File: config.mk
export PLATFORM = sky130hd
export DESIGN_NAME = epw_core
export DESIGN_NICKNAME = d
export VERILOG_FILES = /design/src/logic/epw_pkg.sv /design/src/logic/epw_core.sv /design/src/logic/epw_pin.sv
export VERILOG_INCLUDE_DIRS = /design/src /design/src/logic
export SDC_FILE = /design/constraint.sdc
export NUM_CORES = 1
export LEC_CHECK = 0
export BUFFER_PORTS_ARGS = -buffer_cell sky130_fd_sc_hd__buf_4
export CORE_UTILIZATION = 49
export CTS_BUF_LIST = sky130_fd_sc_hd__clkbuf_16
export DETAILED_ROUTE_END_ITERATION = 6
export PLACE_DENSITY_LB_ADDON = 0.2
export SYNTH_ARGS = -nofsm -noshare
export SYNTH_HDL_FRONTEND = slang
export SYNTH_SLANG_ARGS = --single-unit
File: constraint.sdc
create_clock -name i_clk -period 3.9 [get_ports i_clk]
set_input_delay 0.78 -clock i_clk [delete_from_list [all_inputs] [get_ports i_clk]]
set_output_delay 0.78 -clock i_clk [all_outputs]
set_load 0.005 [all_outputs]
File: src/logic/epw_cfg.svh
// Constants for the enhanced PWM block with output steering.
// Assumes a single clock; included by the package and the core.
// Functional notes
// - Full ten-bit duty only at period 255
// - Resolution bits equal log2 of 4(period+1)
// - Overlong pulse width leaves pins unchanged
// - Base timer prescale of one, four, sixteen
// - Sleep stops timer and all block state
// - Driven pins hold their level in sleep
// - Timer resumes from held value on wake
// - Period time base taken from system clock
// - Reset clears state and makes pins inputs
// - Up to four outputs, ten-bit duty
// - Config 00 single, 10 half, 01/11 full
// - Half uses A,B; full uses all four
// - Second channel is plain single-pin PWM
// - Mode bits select active-high or active-low
// - Output withheld until a new period starts
// - Zero control word releases A-D, not the second channel pin
// - Unused pins are never driven
// - Forward: A on, D modulated; reverse mirrored
// - Half-bridge: A is PWM, B its complement
// - Half-bridge edge delay, seven-bit instruction count
// - Duty copied to shadow only at period end
`ifndef EPW_CFG_SVH
`define EPW_CFG_SVH
`define EPW_PS_1 2'b00
`define EPW_PS_4 2'b01
`define EPW_SUB_LAST_1 6'h03
`define EPW_SUB_LAST_4 6'h0f
`define EPW_SUB_LAST_16 6'h3f
`define EPW_PWM_ON 2'b11
`define EPW_TMR_RST 8'h00
`define EPW_SUB_RST 6'h00
`define EPW_DUTY_RST 10'h000
`define EPW_EDGE_RST 9'h000
`define EPW_EDGE_MAX 9'h1ff
`define EPW_CTRL_OFF 4'h0
`define EPW_PINS_HALF 4'h3
`define EPW_PINS_FULL 4'hf
`define EPW_PINS_NONE 4'h0
`endif

File: src/logic/epw_pkg.sv
// Types shared by the enhanced PWM core and its pin stage.
// Assumes the constants header is available on the include path.
`include "epw_cfg.svh"
package epw_pkg;
	typedef enum logic [1:0] {
		epw_single = 2'b00,
		epw_fwd = 2'b01,
		epw_half = 2'b10,
		epw_rev = 2'b11
	} epw_cfg_t;
	typedef enum logic [1:0] {
		epw_idle = 2'b00,
		epw_wait = 2'b01,
		epw_run = 2'b11
	} epw_arm_t;
endpackage

File: src/logic/epw_core.sv
// Enhanced PWM core: base timer, duty shadow, steering, plain channel.
// Assumes all inputs synchronous to i_clk; i_ce low means sleep.
`timescale 1ns/1ps
`include "epw_cfg.svh"
module epw_core
	import epw_pkg::*;
#(
	parameter int PINS = 4,
	parameter int DB_W = 7
)(
	input wire logic i_clk,
	input wire logic i_rst_n,
	input wire logic i_ce,
	input wire logic i_timer_run,
	input wire logic [1:0] i_timer_prescale_select,
	input wire logic [7:0] i_period_register,
	input wire logic [3:0] i_polarity_select_bits,
	input wire logic [1:0] i_output_config_field,
	input wire logic [7:0] i_duty_high_byte,
	input wire logic [1:0] i_duty_low_bits,
	input wire logic [DB_W-1:0] i_deadband_delay,
	input wire logic [3:0] i_steer,
	input wire logic [3:0] i_pin_direction,
	input wire logic i_ch2_enable,
	input wire logic [9:0] i_ch2_duty,
	input wire logic i_ch2_pin_direction,
	output logic [3:0] o_out,
	output logic [3:0] o_out_oe,
	output logic o_ch2_out,
	output logic o_ch2_oe,
	output logic [7:0] o_base_timer_count,
	output logic o_timer_match_flag,
	output logic [9:0] o_duty_shadow
);
	if (PINS != 4 || DB_W != 7) begin : g_bad_params
		$error("epw_core: only four pins and a 7-bit delay are served");
	end

	logic [7:0] tmr_q, tmr_d;
	logic [5:0] sub_q, sub_d, sub_last;
	logic [9:0] shadow_q, shadow_d, ch2_shadow_q, ch2_shadow_d;
	logic match_q, match_d;
	logic [1:0] fine;
	logic [9:0] tb;
	logic wrap;

	// Timer: 2-bit fine count plus 8-bit count forms the 10-bit base
	always_comb begin
		case (i_timer_prescale_select)
			`EPW_PS_1: sub_last = `EPW_SUB_LAST_1;
			`EPW_PS_4: sub_last = `EPW_SUB_LAST_4;
			default: sub_last = `EPW_SUB_LAST_16;
		endcase
		case (i_timer_prescale_select)
			`EPW_PS_1: fine = sub_q[1:0];
			`EPW_PS_4: fine = sub_q[3:2];
			default: fine = sub_q[5:4];
		endcase
		tb = {tmr_q, fine};
		// A prescale cut mid-count must not strand sub above its top
		wrap = i_timer_run && (sub_q >= sub_last) &&
			(tmr_q == i_period_register);
		sub_d = sub_q;
		tmr_d = tmr_q;
		shadow_d = shadow_q;
		ch2_shadow_d = ch2_shadow_q;
		match_d = 1'b0;
		if (i_timer_run) begin
			if (sub_q >= sub_last) begin
				sub_d = `EPW_SUB_RST;
				if (tmr_q == i_period_register) begin
					tmr_d = `EPW_TMR_RST;
					shadow_d = {i_duty_high_byte, i_duty_low_bits};
					ch2_shadow_d = i_ch2_duty;
					match_d = 1'b1;
				end else begin
					tmr_d = 8'(tmr_q + 8'h01);
				end
			end else begin
				sub_d = 6'(sub_q + 6'h01);
			end
		end
	end

	// Sleep simply holds every register, so wake resumes in place
	always_ff @(posedge i_clk or negedge i_rst_n) begin
		if (!i_rst_n) begin
			tmr_q <= `EPW_TMR_RST;
			sub_q <= `EPW_SUB_RST;
			shadow_q <= `EPW_DUTY_RST;
			ch2_shadow_q <= `EPW_DUTY_RST;
			match_q <= 1'b0;
		end else if (i_ce) begin
			tmr_q <= tmr_d;
			sub_q <= sub_d;
			shadow_q <= shadow_d;
			ch2_shadow_q <= ch2_shadow_d;
			match_q <= match_d;
		end
	end

	// Duty above the period keeps the compare true: pin stays put
	logic raw, ch2_raw, pwm_on;
	assign raw = tb < shadow_q;
	assign ch2_raw = tb < ch2_shadow_q;
	assign pwm_on = i_polarity_select_bits[3:2] == `EPW_PWM_ON;

	epw_arm_t arm_q, arm_d;
	logic ch2_arm_q, ch2_arm_d;

	always_comb begin
		arm_d = arm_q;
		case (arm_q)
			epw_idle: if (pwm_on) arm_d = epw_wait;
			epw_wait: begin
				if (!pwm_on)
					arm_d = epw_idle;
				else if (wrap)
					arm_d = epw_run;
			end
			epw_run: if (!pwm_on) arm_d = epw_idle;
			default: arm_d = epw_idle;
		endcase
		ch2_arm_d = i_ch2_enable & (ch2_arm_q | wrap);
	end

	always_ff @(posedge i_clk or negedge i_rst_n) begin
		if (!i_rst_n) begin
			arm_q <= epw_idle;
			ch2_arm_q <= 1'b0;
		end else if (i_ce) begin
			arm_q <= arm_d;
			ch2_arm_q <= ch2_arm_d;
		end
	end

	// Dead band counts clocks since the last raw edge, 4 per cycle
	logic raw_q, raw_d;
	logic [8:0] edge_q, edge_d, elapsed, dly;
	logic db_ok;

	always_comb begin
		raw_d = raw;
		elapsed = (raw != raw_q) ? `EPW_EDGE_RST : edge_q;
		edge_d = (elapsed == `EPW_EDGE_MAX) ? elapsed :
			9'(elapsed + 9'h001);
		dly = {i_deadband_delay, 2'b00};
		db_ok = elapsed >= dly;
	end

	always_ff @(posedge i_clk or negedge i_rst_n) begin
		if (!i_rst_n) begin
			raw_q <= 1'b0;
			edge_q <= `EPW_EDGE_RST;
		end else if (i_ce) begin
			raw_q <= raw_d;
			edge_q <= edge_d;
		end
	end

	// Steering: pin order is {d, c, b, a}
	epw_cfg_t cfg;
	logic [3:0] act, own, inv;

	always_comb begin
		cfg = epw_cfg_t'(i_output_config_field);
		act = 4'h0;
		own = `EPW_PINS_NONE;
		case (cfg)
			epw_single: begin
				act = {4{raw}} & i_steer;
				own = i_steer;
			end
			epw_half: begin
				act = {2'b00, ~raw & db_ok, raw & db_ok};
				own = `EPW_PINS_HALF;
			end
			epw_fwd: begin
				act = {raw, 1'b0, 1'b0, 1'b1};
				own = `EPW_PINS_FULL;
			end
			epw_rev: begin
				act = {1'b0, 1'b1, raw, 1'b0};
				own = `EPW_PINS_FULL;
			end
			default: begin
				act = 4'h0;
				own = `EPW_PINS_NONE;
			end
		endcase
		if (!(pwm_on && arm_q == epw_run))
			own = `EPW_PINS_NONE;
		inv = {i_polarity_select_bits[0], i_polarity_select_bits[1],
			i_polarity_select_bits[0], i_polarity_select_bits[1]};
	end

	genvar gi;
	generate
		for (gi = 0; gi < PINS; gi++) begin : g_pin
			epw_pin u_pin (
				.i_clk(i_clk),
				.i_rst_n(i_rst_n),
				.i_ce(i_ce),
				.i_own(own[gi]),
				.i_active(act[gi]),
				.i_invert(inv[gi]),
				.i_dir_in(i_pin_direction[gi]),
				.o_level(o_out[gi]),
				.o_oe(o_out_oe[gi])
			);
		end
	endgenerate

	// Second channel: one pin, active-high, no steering
	epw_pin u_ch2 (
		.i_clk(i_clk),
		.i_rst_n(i_rst_n),
		.i_ce(i_ce),
		.i_own(ch2_arm_q),
		.i_active(ch2_raw),
		.i_invert(1'b0),
		.i_dir_in(i_ch2_pin_direction),
		.o_level(o_ch2_out),
		.o_oe(o_ch2_oe)
	);

	assign o_base_timer_count = tmr_q;
	assign o_timer_match_flag = match_q;
	assign o_duty_shadow = shadow_q;

	chk_shadow_latch: assert property (@(posedge i_clk) disable iff (!i_rst_n)
		(wrap && i_ce) |=> o_duty_shadow ==
			$past({i_duty_high_byte, i_duty_low_bits}) && o_timer_match_flag)
		else $error("duty shadow not loaded at period end");

	chk_shadow_hold: assert property (@(posedge i_clk) disable iff (!i_rst_n)
		!wrap |=> $stable(o_duty_shadow))
		else $error("duty shadow changed inside a period");

	chk_sleep_freeze: assert property (@(posedge i_clk) disable iff (!i_rst_n)
		!i_ce |=> $stable(tmr_q) && $stable(sub_q) && $stable(arm_q))
		else $error("timer state moved during sleep");

	chk_sleep_pins: assert property (@(posedge i_clk) disable iff (!i_rst_n)
		!i_ce |=> $stable(o_out) && $stable(o_out_oe))
		else $error("pin drive moved during sleep");

	chk_timer_step: assert property (@(posedge i_clk) disable iff (!i_rst_n)
		(i_ce && i_timer_run && sub_q >= sub_last &&
			tmr_q != i_period_register) |=> tmr_q == 8'($past(tmr_q) + 8'h01))
		else $error("base timer did not step at prescale end");

	chk_wait_start: assert property (@(posedge i_clk) disable iff (!i_rst_n)
		(i_ce && arm_q != epw_run) |=> o_out_oe == `EPW_PINS_NONE)
		else $error("pins driven before a new period");

	chk_release_all: assert property (@(posedge i_clk) disable iff (!i_rst_n)
		(i_ce && i_polarity_select_bits == `EPW_CTRL_OFF) ##1 i_ce
			|=> o_out_oe == `EPW_PINS_NONE)
		else $error("pins kept after control cleared");

	chk_half_unused: assert property (@(posedge i_clk) disable iff (!i_rst_n)
		(i_ce && cfg == epw_half) |=> o_out_oe[3:2] == 2'b00)
		else $error("half-bridge drove c or d");

	chk_fwd_levels: assert property (@(posedge i_clk) disable iff (!i_rst_n)
		(i_ce && pwm_on && arm_q == epw_run && cfg == epw_fwd)
			|=> o_out[0] == ~$past(i_polarity_select_bits[1]) &&
			o_out[2] == $past(i_polarity_select_bits[1]))
		else $error("forward bridge levels wrong");

	chk_dead_band: assert property (@(posedge i_clk) disable iff (!i_rst_n)
		(i_ce && pwm_on && arm_q == epw_run && cfg == epw_half && !db_ok)
			|=> o_out[1:0] == {$past(i_polarity_select_bits[0]),
			$past(i_polarity_select_bits[1])})
		else $error("half-bridge active inside dead band");

	// Both half-bridge switches on at once would short the supply
	chk_half_pair: assert property (@(posedge i_clk) disable iff (!i_rst_n)
		(i_ce && pwm_on && arm_q == epw_run && cfg == epw_half)
			|=> !((o_out[0] ^ $past(i_polarity_select_bits[1])) &&
			(o_out[1] ^ $past(i_polarity_select_bits[0]))))
		else $error("half-bridge outputs active together");

	chk_rev_levels: assert property (@(posedge i_clk) disable iff (!i_rst_n)
		(i_ce && pwm_on && arm_q == epw_run && cfg == epw_rev)
			|=> o_out[2] == ~$past(i_polarity_select_bits[1]) &&
			o_out[0] == $past(i_polarity_select_bits[1]))
		else $error("reverse bridge levels wrong");

	chk_dir_gate: assert property (@(posedge i_clk) disable iff (!i_rst_n)
		i_ce |=> (o_out_oe & $past(i_pin_direction)) == `EPW_PINS_NONE)
		else $error("pin driven while its direction is input");

	chk_ch2_plain: assert property (@(posedge i_clk) disable iff (!i_rst_n)
		(i_ce && !ch2_arm_q) |=> !o_ch2_oe)
		else $error("plain channel driven before arming");

	chk_match_pulse: assert property (@(posedge i_clk) disable iff (!i_rst_n)
		(i_ce && !wrap) |=> !o_timer_match_flag)
		else $error("match flag raised away from period end");

	chk_timer_hold: assert property (@(posedge i_clk) disable iff (!i_rst_n)
		(i_ce && !i_timer_run) |=> $stable(tmr_q) && $stable(sub_q))
		else $error("base timer moved while stopped");
endmodule

File: src/logic/epw_pin.sv
// One output pin stage: polarity, ownership and direction gating.
// Assumes i_active is the logical PWM level from the core.
`timescale 1ns/1ps
module epw_pin
	import epw_pkg::*;
(
	input wire logic i_clk,
	input wire logic i_rst_n,
	input wire logic i_ce,
	input wire logic i_own,
	input wire logic i_active,
	input wire logic i_invert,
	input wire logic i_dir_in,
	output logic o_level,
	output logic o_oe
);
	logic level_q, level_d, oe_q, oe_d;

	always_comb begin
		oe_d = i_own & ~i_dir_in;
		level_d = i_own ? (i_active ^ i_invert) : 1'b0;
	end

	// Frozen while i_ce is low so a driven pin keeps its level
	always_ff @(posedge i_clk or negedge i_rst_n) begin
		if (!i_rst_n) begin
			level_q <= 1'b0;
			oe_q <= 1'b0;
		end else if (i_ce) begin
			level_q <= level_d;
			oe_q <= oe_d;
		end
	end

	assign o_level = level_q;
	assign o_oe = oe_q;
endmodule

==> summary.md <==
| Metric | Value |
|---|---|
| Crit path kind | `input pin to register` |
| Worst Hold Class | `register to register` |
| Mapped Cells | `413` |
| RSZ-0062 raised after global routing | `yes` |
| Number of synthesized register bits | `58` |
| Mean area per synthesized cell | `between 8 and 9 µm²` |
| DIE AREA | `7920 µm²` |
| Levels on crit path | `19` |
| Final Cycle Share | `1.01` |
| Failing checks | `negative setup slack` |
| Post-route ant nets | `0` |
| Max-Cap Viols | `0` |
| Share of cells above drive strength 1 | `0.309` |
| Commonest non-fill, non-tap cell in the layout | `buf_4` |
| Yosys warnings | `0` |
| GR met1 Demand/Resource | `0.337` |
| Worst Tran Pin Value | `0.755 ns` |
| Wire length per cell | `15.6 µm` |
| Final setup vio count | `2` |
| Clk sinks | `58` |
| Largest net degree at the start of global routing | `59` |
| Post-DP HPWL | `7000 µm` |
| Placed insts | `roughly 600` |
| Top Ports | `between 80 and 90` |
| CP startpoint | `i_timer_prescale_select[0]` |
| Area of the mapped netlist | `3710 µm²` |
| CTS buffer count | `9` |
| CP max stage cell | `or3_4` |
| Status | `finished, violations left` |
| Clock Skew | `0.00715 ns` |
| I/O Buffers | `85` |
| Chip Width | `89.0 µm` |
| FF-to-FF End | `g_pin[0].u_pin.o_level` |
| Root buffer cell | `clkbuf_16` |
| Met3 Use GR | `0.0499` |
| Hold Fails Final Rpt | `0` |
| Die height | `89.0 µm` |
| CTS tree | `built` |
| WP data arrival | `around 4.2 ns` |
| Number of enable flip-flop cells after synthesis | `0` |
| Initial Utilization | `0.509` |
| Most frequent cells in the layout | `buf_4 (113), dfrtp_1 (58), nand2_1 (49)` |
| Max FO, Critical Path | `5` |
| Busiest grt layer | `met2` |
| Gpl congestion | `0.850` |
| Later-pin clock latency in the skew report | `0.33 ns` |
| Leak | `0.00244 µW` |
| Routed Wire Length | `9750 µm` |
| CP Capture Point | `g_pin[0].u_pin.o_level` |
| DRT Pass-1 Iters | `5` |
| GRT overflow | `0` |
| Mapped Nets | `499` |
| Nets@finish | `606` |
| Worst-path clk slew | `approximately 0.05 ns` |
| Area of the core | `between 7000 and 8000 µm²` |
| Antenna diode count | `0` |
| Via count | `3474` |
| Depth of the worst register-to-register path | `18` |
| Synth Flop Type | `dfrtp_1` |
| Layout area overhead | `34.9%` |
| FFs w/ async S/R, synth | `1.00` |
| First-pass GRT wire length | `15400 µm` |
| Crit start category | `input pin` |
| Max frequency | `254 MHz` |
| Req. time, crit path | `4.16 ns` |
| Worst relative slew slack | `0.497` |
| CP Cell Sequence | `buf_6 > mux2i_1 > o21ai_2 > ha_4 > nor2_2 > or3_4 > o221a_4 > xnor2_4 > buf_4 > and2_4 > ha_4 > and2_4 > nand4_1 > a211oi_2 > nor4_2 > o41ai_4 > buf_4 > a31oi_1 > o21ai_1` |
| CP top delay family | `compound AO/OA/AOI/OAI gates` |
| Number of global-route vias before repair | `3243` |
| Antenna violations before repair | `0` |
| Crit. End Element | `register` |
| Post-synthesis sequential area ratio | `0.391` |
| Library cells used by synthesis | `57` |
| Peak VDD IR | `0.281 mV` |
| Post-DR vias/cell | `5.57` |
| CP max stage delay | `roughly 0.38 ns` |
| CP bufs+invs | `3` |
| FP Rows | `31` |
| Place WS | `-0.479 ns` |
| Finished Layout Cells | `624` |
| Maximum root-to-sink buffer count | `2` |
| DRC | `0` |
| Met2 usage | `0.420` |
| Min Tclk post-route | `3.94 ns` |
| H-Tree Depth | `3` |
| Pins over their slew limit | `0` |
| Power per Cell Area | `around 380 nW/µm²` |
| Worst reg2reg setup slack | `approximately 0.050 ns` |
| GR Util All Layers | `0.259` |
| Reg2reg start | `sub_q[3]` |
| Setup ws final | `-0.0433 ns` |
| Initial DRC Count | `147` |
metal layers:
metal | wire length (µm) | vias up
met5 | 0 | -
met3 | 531 | 25
li1 | - | 1674
met2 | 4780 | 101
met4 | 237 | 0
met1 | 4200 | 1674
worst min path at each step:
stage                             start                   to  slack [ns]  depth (start not counted)
finish              g_pin[1].u_pin.o_oe  g_pin[1].u_pin.o_oe        0.49                          1
global route         o_timer_match_flag   o_timer_match_flag        0.52                          1
CTS                 g_pin[1].u_pin.o_oe  g_pin[1].u_pin.o_oe        0.49                          1
detailed placement   o_timer_match_flag   o_timer_match_flag        0.47                          1
global placement     o_timer_match_flag   o_timer_match_flag        0.47                          1
floorplan           g_pin[1].u_pin.o_oe  g_pin[1].u_pin.o_oe        0.46                          1
registers in the layout (all words and copies together), names as in the netlist, 2 cells and up:
signal	cells
ch2_shadow_q	10
o_duty_shadow	10
edge_q	9
o_base_timer_count	8
sub_q	6
g_pin.u_pin.o_level	4
g_pin.u_pin.o_oe	4
arm_q	2
stage by stage:
stage                     utilization  instance area [µm²]  total power (µW)  hold slack [ns]  TNS [ns]
after floorplan                     -                 3720               934            0.456    -0.110
after global placement          0.626                 4560              1120            0.467     -1.53
after detailed placement        0.626                 4560              1140            0.475     -2.59
after CTS                       0.674                 4910              1870            0.490   -0.0140
after global routing            0.686                 5000              1980            0.517    -0.402
final                           0.686                 5000              1880            0.488   -0.0665
synthesized netlist by cell type, types with 7 or more instances:
| cell | n | area share |
|---|---|---|
| nor2_1 | 24 | 0.024 |
| nand4_1 | 7 | 0.012 |
| a21oi_1 | 20 | 0.027 |
| clkbuf_1 | 9 | 0.0091 |
| buf_4 | 8 | 0.016 |
| ha_1 | 29 | 0.098 |
| xnor2_1 | 12 | 0.028 |
| inv_1 | 36 | 0.036 |
| nor3_1 | 7 | 0.0094 |
| dfrtp_1 | 58 | 0.39 |
| nand3_1 | 18 | 0.024 |
| nand2_1 | 51 | 0.052 |
| o21ai_0 | 41 | 0.055 |
timing repair:
| item | 4_1_cts | 5_1_grt |
|---|---|---|
| gates resized for setup | 12 | 9 |
| hold buffers | 0 | 0 |
| setup buffers | 3 | 3 |
| endpoints found under the setup margin | 6 | 6 |
| pin swaps | 16 | 14 |
kinds of logic (layout without fill, tap and decap cells):
kind of cell               count (synthesis)  in the layout  synth area share
and+or+nand+nor                          133            133             0.173
AOI/OAI and AO/OA                        108            108             0.192
DFF                                       58             58             0.391
buffers and inverters                     55            167            0.0638
adders and majority gates                 29             29            0.0978
xor gates and xnor gates                  18             18            0.0476
muxes                                     12             12            0.0344
where the power goes:
part,leakage (µW),switching (µW),internal (µW)
logic,0.00163,223,224
clock network,0.000129,287,426
registers,0.000689,66.4,656
final cells by class:
cell class              instances  area (µm²)
clock buffers                   9         225
clock inverters                 7        46.3
fillers                       579        2290
inverters                      37         139
multi-input cells             300        2160
flip-flops and latches         58        1450
well taps                      99         124
repair buffers                114         860
(Power assumes the default switching activity.)
